**config.mk**
```make
export PLATFORM = sky130hd
export DESIGN_NAME = charger_protection_supervisor
export DESIGN_NICKNAME = d
export VERILOG_FILES = /design/src/rtl/prot_sup_pkg.sv /design/src/rtl/charger_protection_supervisor.sv
export VERILOG_INCLUDE_DIRS = /design/src /design/src/rtl
export SDC_FILE = /design/constraint.sdc
export NUM_CORES = 1
export LEC_CHECK = 0
export BUFFER_PORTS_ARGS = -buffer_cell sky130_fd_sc_hd__buf_2
export CAP_MARGIN = 0
export CORE_MARGIN = 3
export CORE_UTILIZATION = 40
export CTS_BUF_LIST = sky130_fd_sc_hd__clkbuf_8 sky130_fd_sc_hd__clkbuf_16
export CTS_CLUSTER_DIAMETER = 200
export CTS_CLUSTER_SIZE = 24
export DETAILED_ROUTE_END_ITERATION = 10
export GPL_TIMING_DRIVEN = 0
export PLACE_DENSITY_LB_ADDON = 0.3
export SLEW_MARGIN = 20
export SYNTH_ARGS = -nofsm -noshare
export SYNTH_HDL_FRONTEND = slang
export SYNTH_SLANG_ARGS = --single-unit
```
**constraint.sdc**
```tcl
create_clock -name ref_clk -period 4.4 [get_ports ref_clk]
set_input_delay 0.88 -clock ref_clk [delete_from_list [all_inputs] [get_ports ref_clk]]
set_output_delay 0.88 -clock ref_clk [all_outputs]
set_load 0.1 [all_outputs]
```
**src/rtl/prot_sup_map.svh**
```systemverilog
`ifndef PROT_SUP_MAP_SVH
`define PROT_SUP_MAP_SVH
// interrupt pulse width
`define PS_INT_PULSE_US 256
`define PS_CLK_MHZ 100
`define PS_INT_PULSE_CYC (`PS_INT_PULSE_US * `PS_CLK_MHZ)
// boost hiccup retries and off time between tries
`define PS_HICCUP_RETRIES 7
`define PS_HICCUP_OFF_CYC 1000
// soft-start ramp length
`define PS_SOFTSTART_CYC 2000
// charge fault codes
`define PS_FAULT_NONE 2'h0
`define PS_FAULT_INPUT 2'h1
`define PS_FAULT_THERMAL 2'h2
// input over-voltage select default (second setting)
`define PS_OVSEL_DEFAULT 2'h1
// short-current charge code
`define PS_ISHORT_MA 80
`endif

```
**src/rtl/prot_sup_pkg.sv**
```systemverilog
package prot_sup_pkg;
    // comparator results from the analog front end
    typedef struct packed {
        logic input_ov;      // input above selected limit
        logic input_ov_hys;  // input still above limit minus hysteresis
        logic sys_ov;        // system above min + margin
        logic boost_short;   // boost output short
        logic boost_ov;      // boost output over-voltage
        logic temp_reg;      // die at regulation temperature
        logic temp_shut;     // die above shutdown temperature
        logic temp_hys;      // die still within hysteresis band
        logic bat_ov;        // battery above regulation + margin
        logic bat_depleted;  // battery below depletion level
        logic bat_below_short; // battery below short exit threshold
        logic bat_below_low; // battery below low battery threshold
        logic bat_oc;        // battery discharge over-current
    } comp_t;
    typedef enum logic [1:0] {CHG_SHORT, CHG_PRE, CHG_FAST} chg_phase_t;
    typedef enum logic [2:0] {B_OFF, B_SOFT, B_RUN, B_HICCUP} boost_st_t;
endpackage

```
**src/rtl/charger_protection_supervisor.sv**
```systemverilog
`timescale 1ns/1ps
`include "prot_sup_map.svh"
// What this block does
// - input over-voltage stops switching, selectable limit
// - input over-voltage pulses once, fault code 01
// - code clears after recovery and fault read
// - resume normally when input drops back
// - system over-voltage stops switching, enables sink
// - boost starts with soft-start each enable
// - boost short retries hiccup up to seven
// - persistent short clears enable, flags, pulses
// - host re-enable clears boost fault flag
// - boost over-voltage stops, clears enable, flags
// - thermal regulation in buck mode cuts current, sets flag
// - regulation halves timer rate, blocks termination
// - buck shutdown: converter, switch off, code 10
// - buck shutdown recovers after hysteresis
// - boost shutdown: switch back, boost waits host
// - battery over-voltage stops charge, flags, pulses
// - depletion latches switch off until input
// - short current, then programmed precharge current
// - over-current latches switch until ship exit
// - each fault (input over-voltage, buck shutdown, boost, battery over-voltage): active-low 256us interrupt pulse
// - no new fault pulse until read, cleared
module charger_protection_supervisor
    import prot_sup_pkg::*;
#(
    parameter int unsigned INT_PULSE_CYC = `PS_INT_PULSE_CYC,
    parameter int unsigned HICCUP_RETRIES = `PS_HICCUP_RETRIES,
    parameter int unsigned HICCUP_OFF_CYC = `PS_HICCUP_OFF_CYC,
    parameter int unsigned SOFTSTART_CYC = `PS_SOFTSTART_CYC
)(
    input wire logic ref_clk,
    input wire logic rst_n,
    input wire comp_t comp_async,                     // raw comparator levels
    input wire logic [1:0] input_overvoltage_select,  // limit choice, drives analog trim
    input wire logic [3:0] precharge_current_setting, // programmed precharge code
    input wire logic buck_mode,                       // converter in buck mode
    input wire logic input_valid,                     // valid input source present
    input wire logic ship_exit,                       // any ship-mode exit condition, pulse
    input wire logic host_boost_enable,               // host sets boost enable, pulse
    input wire logic host_boost_disable,              // host clears boost enable, pulse
    input wire logic fault_read,                      // host read of fault register, pulse
    input wire logic timer_tick,                      // safety timer base tick
    output logic [1:0] ov_limit_select,
    output logic switching_en,
    output logic sys_sink_en,
    output logic battery_switch,
    output logic boost_enable_bit,
    output logic boost_softstart,
    output logic boost_fault_flag,
    output logic battery_fault_flag,
    output logic thermal_regulation_flag,
    output logic charge_current_reduce,
    output logic [1:0] charge_fault_code,
    output logic [1:0] charge_phase,
    output logic [3:0] charge_current_code,
    output logic charge_stop,
    output logic safety_timer_tick,
    output logic termination_inhibit,
    output logic interrupt_pulse_pin_n
);
    // ******************************************
    // parameter checks
    // ******************************************
    initial
    begin
        // all counters are 16 bits wide, retries 4 bits
        if (HICCUP_RETRIES < 1 || HICCUP_RETRIES > 15 || INT_PULSE_CYC < 1 || INT_PULSE_CYC > 65535
            || SOFTSTART_CYC > 65535 || HICCUP_OFF_CYC > 65535)
            $error("unsupported parameter");
    end

    // ******************************************
    // input synchroniser, three stages
    // ******************************************
    comp_t s1_q, s2_q, s3_q, c_q; // c_q is the accepted level
    always_ff @(posedge ref_clk)
    begin
        if (!rst_n)
        begin
            s1_q <= '0;
            s2_q <= '0;
            s3_q <= '0;
            c_q <= '0;
        end
        else
        begin
            s1_q <= comp_async;
            s2_q <= s1_q;
            s3_q <= s2_q;
            // a bit changes only when stages two and three agree
            c_q <= (s2_q & s3_q) | (c_q & (s2_q ^ s3_q));
        end
    end

    comp_t prev_q; // last accepted levels, for rising edges
    always_ff @(posedge ref_clk)
    begin
        if (!rst_n)
            prev_q <= '0;
        else
            prev_q <= c_q;
    end
    wire logic ov_rise = c_q.input_ov & ~prev_q.input_ov;
    wire logic shut_rise = c_q.temp_shut & ~prev_q.temp_shut;
    wire logic batov_rise = c_q.bat_ov & ~prev_q.bat_ov;

    // ******************************************
    // thermal shutdown latch, released by hysteresis
    // ******************************************
    logic tshut_q;
    always_ff @(posedge ref_clk)
    begin
        if (!rst_n)
            tshut_q <= 1'b0;
        else if (c_q.temp_shut)
            tshut_q <= 1'b1;
        else if (!c_q.temp_hys)
            tshut_q <= 1'b0;
    end

    // ******************************************
    // battery switch latches
    // ******************************************
    logic dpl_latch_q, oc_latch_q;
    always_ff @(posedge ref_clk)
    begin
        if (!rst_n)
        begin
            dpl_latch_q <= 1'b0;
            oc_latch_q <= 1'b0;
        end
        else
        begin
            // input presence releases the depletion latch
            if (input_valid)
                dpl_latch_q <= 1'b0;
            else if (c_q.bat_depleted)
                dpl_latch_q <= 1'b1;
            if (c_q.bat_oc)
                oc_latch_q <= 1'b1;
            else if (ship_exit)
                oc_latch_q <= 1'b0;
        end
    end

    // ******************************************
    // boost sequencer: soft-start, run, hiccup
    // ******************************************
    boost_st_t bst_q;
    logic [15:0] bcnt_q;
    logic [3:0] tries_q;
    logic boost_kill; // one-cycle boost fault event
    logic fault_ev; // any event that may raise the interrupt
    wire logic boost_ov_ev = (bst_q != B_OFF) && c_q.boost_ov;
    wire logic boost_short_end = (bst_q == B_HICCUP) && (bcnt_q == 16'h0000)
        && (tries_q == 4'(HICCUP_RETRIES)) && c_q.boost_short;
    assign boost_kill = boost_ov_ev | boost_short_end;
    wire logic boost_shut_ev = (bst_q != B_OFF) && c_q.temp_shut;
    always_ff @(posedge ref_clk)
    begin
        if (!rst_n)
        begin
            bst_q <= B_OFF;
            bcnt_q <= '0;
            tries_q <= '0;
        end
        else
        begin
            case (bst_q)
                B_OFF:
                    if (host_boost_enable && !buck_mode && !tshut_q)
                    begin
                        bst_q <= B_SOFT;
                        bcnt_q <= 16'(SOFTSTART_CYC);
                        tries_q <= '0;
                    end
                B_SOFT, B_RUN:
                    if (boost_ov_ev || boost_shut_ev || host_boost_disable)
                        bst_q <= B_OFF;
                    else if (c_q.boost_short)
                    begin
                        bst_q <= B_HICCUP;
                        bcnt_q <= 16'(HICCUP_OFF_CYC);
                    end
                    else if (bst_q == B_SOFT)
                    begin
                        if (bcnt_q == 16'h0000)
                            bst_q <= B_RUN;
                        else
                            bcnt_q <= bcnt_q - 16'h0001;
                    end
                B_HICCUP:
                    // over-voltage during an off period still ends boost
                    if (boost_ov_ev || boost_shut_ev || host_boost_disable || boost_short_end)
                        bst_q <= B_OFF;
                    else if (bcnt_q != 16'h0000)
                        bcnt_q <= bcnt_q - 16'h0001;
                    else if (c_q.boost_short)
                    begin
                        tries_q <= tries_q + 4'h1;
                        bcnt_q <= 16'(HICCUP_OFF_CYC);
                    end
                    else
                    begin
                        bst_q <= B_SOFT; // retry restarts softly
                        bcnt_q <= 16'(SOFTSTART_CYC);
                    end
                default:
                    bst_q <= B_OFF;
            endcase
        end
    end

    // ******************************************
    // fault flags and code
    // ******************************************
    logic [1:0] code_q;
    logic bfault_q, batfault_q, read_seen_q;
    always_ff @(posedge ref_clk)
    begin
        if (!rst_n)
        begin
            code_q <= `PS_FAULT_NONE;
            bfault_q <= 1'b0;
            batfault_q <= 1'b0;
            read_seen_q <= 1'b0;
        end
        else
        begin
            // a read clears only in its own cycle, once the cause is gone; new events win over it
            if (c_q.input_ov)
                code_q <= `PS_FAULT_INPUT;
            else if (buck_mode && shut_rise)
                code_q <= `PS_FAULT_THERMAL;
            else if (fault_read && !c_q.input_ov_hys && !(code_q == `PS_FAULT_THERMAL && tshut_q))
                code_q <= `PS_FAULT_NONE;
            if (boost_kill)
                bfault_q <= 1'b1;
            else if (host_boost_enable || fault_read)
                bfault_q <= 1'b0;
            if (batov_rise)
                batfault_q <= 1'b1;
            else if (fault_read && !c_q.bat_ov)
                batfault_q <= 1'b0;
            read_seen_q <= fault_read ? 1'b1 : (fault_ev ? 1'b0 : read_seen_q);
        end
    end

    // ******************************************
    // interrupt pulse generator
    // ******************************************
    assign fault_ev = ov_rise | (buck_mode & shut_rise) | boost_kill | batov_rise;
    wire logic faults_clear = (code_q == `PS_FAULT_NONE) && !bfault_q && !batfault_q;
    logic armed_q; // fault pulses allowed
    logic [15:0] icnt_q;
    logic int_n_q;
    always_ff @(posedge ref_clk)
    begin
        if (!rst_n)
            armed_q <= 1'b1;
        else if (fault_ev && armed_q)
            armed_q <= 1'b0;
        else if (read_seen_q && faults_clear)
            armed_q <= 1'b1;
    end
    always_ff @(posedge ref_clk)
    begin
        if (!rst_n)
        begin
            icnt_q <= '0;
            int_n_q <= 1'b1;
        end
        else if (fault_ev && armed_q && icnt_q == 16'h0000)
        begin
            icnt_q <= 16'(INT_PULSE_CYC - 1);
            int_n_q <= 1'b0;
        end
        else if (icnt_q != 16'h0000)
            icnt_q <= icnt_q - 16'h0001;
        else
            int_n_q <= 1'b1;
    end

    // ******************************************
    // power stage and charge control outputs
    // ******************************************
    logic ttick_half_q;
    always_ff @(posedge ref_clk)
    begin
        if (!rst_n)
        begin
            ov_limit_select <= `PS_OVSEL_DEFAULT;
            switching_en <= 1'b0;
            sys_sink_en <= 1'b0;
            battery_switch <= 1'b0;
            thermal_regulation_flag <= 1'b0;
            charge_stop <= 1'b1;
            charge_phase <= CHG_SHORT;
            charge_current_code <= '0;
            safety_timer_tick <= 1'b0;
            termination_inhibit <= 1'b0;
            ttick_half_q <= 1'b0;
        end
        else
        begin
            ov_limit_select <= input_overvoltage_select;
            // input over-voltage stops switching; lifts itself when gone
            switching_en <= !c_q.input_ov && !c_q.sys_ov && !tshut_q
                && (buck_mode || bst_q == B_SOFT || bst_q == B_RUN);
            sys_sink_en <= c_q.sys_ov;
            battery_switch <= !tshut_q && !dpl_latch_q && !oc_latch_q;
            thermal_regulation_flag <= buck_mode && c_q.temp_reg;
            charge_stop <= c_q.bat_ov || c_q.input_ov || tshut_q || !buck_mode;
            if (c_q.bat_below_short)
            begin
                charge_phase <= CHG_SHORT;
                charge_current_code <= '0;
            end
            else if (c_q.bat_below_low)
            begin
                charge_phase <= CHG_PRE;
                charge_current_code <= precharge_current_setting;
            end
            else
            begin
                charge_phase <= CHG_FAST;
                charge_current_code <= precharge_current_setting;
            end
            // pass every other tick while regulating
            if (timer_tick)
                ttick_half_q <= ~ttick_half_q;
            safety_timer_tick <= timer_tick && (!thermal_regulation_flag || ttick_half_q);
            termination_inhibit <= thermal_regulation_flag;
        end
    end
    assign charge_current_reduce = thermal_regulation_flag;
    assign boost_enable_bit = (bst_q != B_OFF);
    assign boost_softstart = (bst_q == B_SOFT);
    assign boost_fault_flag = bfault_q;
    assign battery_fault_flag = batfault_q;
    assign charge_fault_code = code_q;
    assign interrupt_pulse_pin_n = int_n_q;
endmodule

```
# == After elaboration in Yosys (flattened, before gate mapping) ==
# Index checks and enable logic that the tools add are counted.
# totals
register_bits,120
in_bits,28
output_inout_bits,23
word_cells,233
# classes
addsub,3
n_eq_ne,18
n_mux,43
n_bitwise,17
reduce_logical,71
# ops
cell,n
2-to-1 mux 16 bit,7
case mux 16 bit (3 select lines),1
logical NOT 16 bit,2
nonzero test 16 bit,2
subtractor 16 x 1 -> 16 bit (second input constant),2
2-to-1 mux 15 bit,2
bitwise AND 13 bit,2
logical AND 1 bit,24
2-to-1 mux 3 bit,8
2-to-1 mux 4 bit,4
nonzero test 2 bit,8
2-to-1 mux 1 bit,15
bitwise OR 13 bit,1
XOR 13 bit,1
logical NOT 1 bit,12
inequality test 2 bit (second input constant),6
2-to-1 mux 11 bit,1
logical OR 1 bit,10
AND reduction 5 bit,2
OR reduction 2 bit,5
inequality test 3 bit (second input constant),3
case mux 3 bit (3 select lines),1
nonzero test 3 bit,3
inequality test 4 bit (second input constant),2
other kinds (15),28

# == Depth between registers and ports, before layout ==
# depth
word_depth,10
ltp_mapped,10

# == Worst setup path after synthesis ==
# No wires, ideal clock.
# synth_path
path_type,input-to-reg
start,in buck_mode
end,reg bcnt_q[12]
setup_ps,92
arrival_time_ps,2463
required_time_ps,4308
slack_ps,1845
stages,7
path_cell_list,or3b_2 -> and2_1 -> a21oi_1 -> o211a_1 -> clkbuf_1 -> nand2_1 -> o32ai_1
# synth_via
elab_chain_cells,5
# synth_lines
item,line,text
start: declaration,charger_protection_supervisor.sv:38,"input wire logic buck_mode,"
logical NOT 1 bit,charger_protection_supervisor.sv:173,if (host_boost_enable && !buck_mode && !tshut_q)
logical AND 1 bit (2 in series),charger_protection_supervisor.sv:173,
inequality test 2 bit (no line),n/a,
AND reduction 6 bit (no line),n/a,
end signal: assignment,charger_protection_supervisor.sv:176,bcnt_q <= 16'(SOFTSTART_CYC);
end signal: assignment,charger_protection_supervisor.sv:185,bcnt_q <= 16'(HICCUP_OFF_CYC);
end signal: assignment,charger_protection_supervisor.sv:192,bcnt_q <= bcnt_q - 16'h0001;
end: declaration,charger_protection_supervisor.sv:152,logic [15:0] bcnt_q;
# Every way passes these cells.
# A chain may end at the register's enable or synchronous reset.

# == Worst setup path in the final report ==
# layout_path
start,reg bst_q[0]
end,out boost_enable_bit
# layout_via
elab_chain_cells,1
# layout_lines
item,line,text
start: declaration,charger_protection_supervisor.sv:151,boost_st_t bst_q;
start signal: assignment,charger_protection_supervisor.sv:165,bst_q <= B_OFF;
start signal: assignment,charger_protection_supervisor.sv:175,bst_q <= B_SOFT;
start signal: assignment,charger_protection_supervisor.sv:181,bst_q <= B_OFF;
nonzero test 3 bit,charger_protection_supervisor.sv:339,assign boost_enable_bit = (bst_q != B_OFF);
end: declaration,charger_protection_supervisor.sv:49,"output logic boost_enable_bit,"
# Every way passes these cells.

==> impl_metrics.csv <==
group,metric,value,unit
clocking,path_clk_slew,0.06,ns
finish,finalNetCount,632,
synth,synth_top_area_frac,0.4992,
worst_setup_path,crit_arrival,2.03,ns
die,rows,39,
place,dp_slack,1.353,ns
sta,fin_ws,1.487,ns
global_route,grt_max_degree,17,
finish,drive_above_1_share,0.1625,
finish,area_growth,21.58,%
power_and_ir_drop,p_per_area,658.1,nW/um^2
synth,netlist_area,4772,sq um
clocking,htree_levels,4,
die,fp.dieH,115.2,microns
detailed_routing,drc,0,
synth,avgSynthCellArea,9.266,sq um
sta,tightest_slew,0.7523,ns
synth,synth_nets,563,
synth,yosys-top-cells-area,"dfxtp_1, and2_1, ha_1, a21oi_1, nor2_1",
detailed_routing,drtIter0Drc,207,
power_and_ir_drop,p_int,0.002463,W
clocking,tritoncts,"done",
clocking,cts_made_buffers,17,
power_and_ir_drop,clockPowerShare,0.365,
power_and_ir_drop,ir_drop,0.2788,mV
place,placed_area,5201,sq um
sta,rsz0062_at_grt,"false",
finish,stdcell_count,740,
power_and_ir_drop,p_sw_frac,0.3550,
synth,syn_inst,515,
sta,fin_crit_sh,0.6620,
global_route,grt_pass1_vias,3862,
detailed_routing,drt-total-wl,10.77,mm
worst_setup_path,critPathMaxFanout,10,
sta,tns,0,ns
clocking,cts.sinks,119,
sta,finClkSkew,0.009389,ns
clocking,ctsResizeCount,0,
die,core-area,11520,sq um
sta,setup_violations,0,
sta,max_freq,343.3,MHz
worst_setup_path,crit_path_start_kind,"register",
place,gp_congestion,0.9028,
sta,relSlewSlack,0.4985,
synth,synth_flop_cell,"dfxtp_1",
finish,n_antenna_cell,0,
global_route,grt_usage,0.1723,
synth,yosysSeqAreaShare,0.4992,
clocking,root_buffer,"clkbuf_16",
detailed_routing,vias,3906,
detailed_routing,wl_per_cell,14.56,microns
die,die-area,13280,sq um
synth,yosysMostFrequentCell,"dfxtp_1",
die,initial_core_util,0.4144,
die,ios,51,
job,cap_violations,0,
place,dp.cells,708,
synth,synth.distinct_cells,60,
detailed_routing,ant_nets,0,
global_route,antenna_found_initial,0,
synth,yosys.area.top_type,"dfxtp_1",
synth,ys_ff_latch,119,
detailed_routing,firstDrtPassIters,5,
power_and_ir_drop,leakagePower,2.441,nW
place,portBuffers,50,
finish,fin_util,0.5038,
hold_path,min_path_type,"reg2reg",
clocking,post_cts_buffers,0,
synth,async_flop_share,0,
sta,post-route-min-period,2.913,ns
clocking,cts_hold_buf,0,
worst_setup_path,cp.required,3.52,ns
clocking,insertion_delay,0.41,ns
outcome,status,"complete, no violations",
place,dp_hpwl,7.580,mm
synth,yosys_warnings,0,
synth,synthTopCellsByCount,"dfxtp_1, and2_1, nor2_1",
finish,fin_area,5802,sq um
power_and_ir_drop,comb_power_share,0.296,
worst_setup_path,critPathKind,"reg2out",
global_route,grt_pass1_wl,18.31,mm
global_route,overflow,0,
clocking,clockBufferDepth,2,
power_and_ir_drop,power.switching,0.001355,W
sta,slew_viol_final,0,
worst_setup_path,critPathCaptureType,"output port",
sta,finalHoldViolations,0,
die,die_w,115.2,microns
detailed_routing,vias_per_cell,5.278,
power_and_ir_drop,seq_power_share,0.340,
synth,synth_edf_count,0,
==> logic make-up after synthesis <==
logic type | Yosys count | share of synthesized area
AND/OR/NAND/NOR | 210 | 0.2389
adder cells (fa/ha/maj) | 20 | 0.05244
buffers and inverters | 45 | 0.03854
XOR/XNOR | 8 | 0.01468
flip-flops | 119 | 0.4992
multiplexers | 1 | 0.002098
AO/OA/AOI/OAI | 112 | 0.1542
==> metal layers <==
| metal | routed length [microns] | global-route usage | vias up | share of wire |
|---|---|---|---|---|
| li1 | - | - | 1959 | - |
| met1 | 4775 | 0.2239 | 1832 | 0.44 |
| met2 | 5359 | 0.2801 | 101 | 0.50 |
| met3 | 518 | 0.03632 | 14 | 0.048 |
| met4 | 117 | 0.06886 | 0 | 0.011 |
| met5 | 0 | 0 | - | 0 |
==> registers in the layout (all words and copies together), names as in the netlist, 2 cells and up <==
| signal | flops |
|---|---|
| ov_limit_select | 2 |
| tries_q | 4 |
| prev_q | 3 |
| s1_q | 13 |
| charge_fault_code | 2 |
| s2_q | 13 |
| bcnt_q | 16 |
| charge_phase | 2 |
| bst_q | 2 |
| s3_q | 13 |
| charge_current_code | 4 |
| icnt_q | 16 |
| c_q | 13 |
==> area by class of cell <==
type / count / area [sq um]
Fill cell: 1062 / 5714
Sequential cell: 119 / 2382
Multi-Input combinational cell: 351 / 2206
Clock buffer: 18 / 439.2
Timing Repair Buffer: 50 / 250.2
Tap cell: 143 / 178.9
Clock inverter: 14 / 161.4
Buffer: 23 / 101.3
Inverter: 22 / 82.58
==> per-stage QoR <==
step	hold WS, ns	total power (W)
floorplan	0.4003	0.002190
global placement	0.4136	0.002395
detailed placement	0.4095	0.002427
CTS	0.4220	0.003826
global route	0.4419	0.004048
finish	0.4248	0.003818
==> cell usage in the layout (no fill, tap or decap), types with 3 or more instances in the layout <==
master     Yosys  routed
nor3_1        23      23
a21oi_1       43      43
o32ai_1        4       4
dfxtp_1      119     119
or3_1          5       5
nand2_1       26      26
nor2_1        48      48
o22ai_1        4       4
ha_1          20      20
o21ai_0       17      17
a311oi_1       4       4
nand4_1        3       3
nor4_1        11      11
and2_1        51      51
or4_1          4       4
buf_2          2      52
xnor2_1        8       8
nand2b_1       7       7
a31oi_1        4       4
a211oi_1       7       7
and3_1         3       3
inv_1         21      22
nand3_1       11      11
clkbuf_1      18      18
clkbuf_16      0      17
inv_6          0       7
o2111ai_1      3       3
a221oi_1       4       4
==> path summary, 6_finish.rpt <==
path	startpoint	endpoint	slack, ns	depth (start not counted)
hold / removal	oc_latch_q	battery_switch	0.42	1
setup / recovery	bst_q[0]	boost_enable_bit	1.49	6
hold reg to reg	oc_latch_q	battery_switch	0.42	1
setup reg to reg	bcnt_q[0]	bcnt_q[12]	1.53	9
==> power groups by stage <==
stage / Combinational [W] / Sequential, W / Clock [W]
6_report: 0.00113 / 0.00130 / 0.00139
3_5_place_dp: 0.00111 / 0.00132 / 0
5_1_grt: 0.00126 / 0.00132 / 0.00147
3_3_place_gp: 0.00109 / 0.00131 / 0
2_1_floorplan: 0.000845 / 0.00135 / 0
4_1_cts: 0.00112 / 0.00129 / 0.00141
==> worst max-delay path, cell delays in order, from the launching register on <==
cell,delay (ns)
dfxtp_1,0.33
inv_1,0.10
ha_1,0.15
clkbuf_1,0.26
clkbuf_1,0.37
inv_1,0.11
buf_2,0.31
Power figures use the tool's default switching activity.
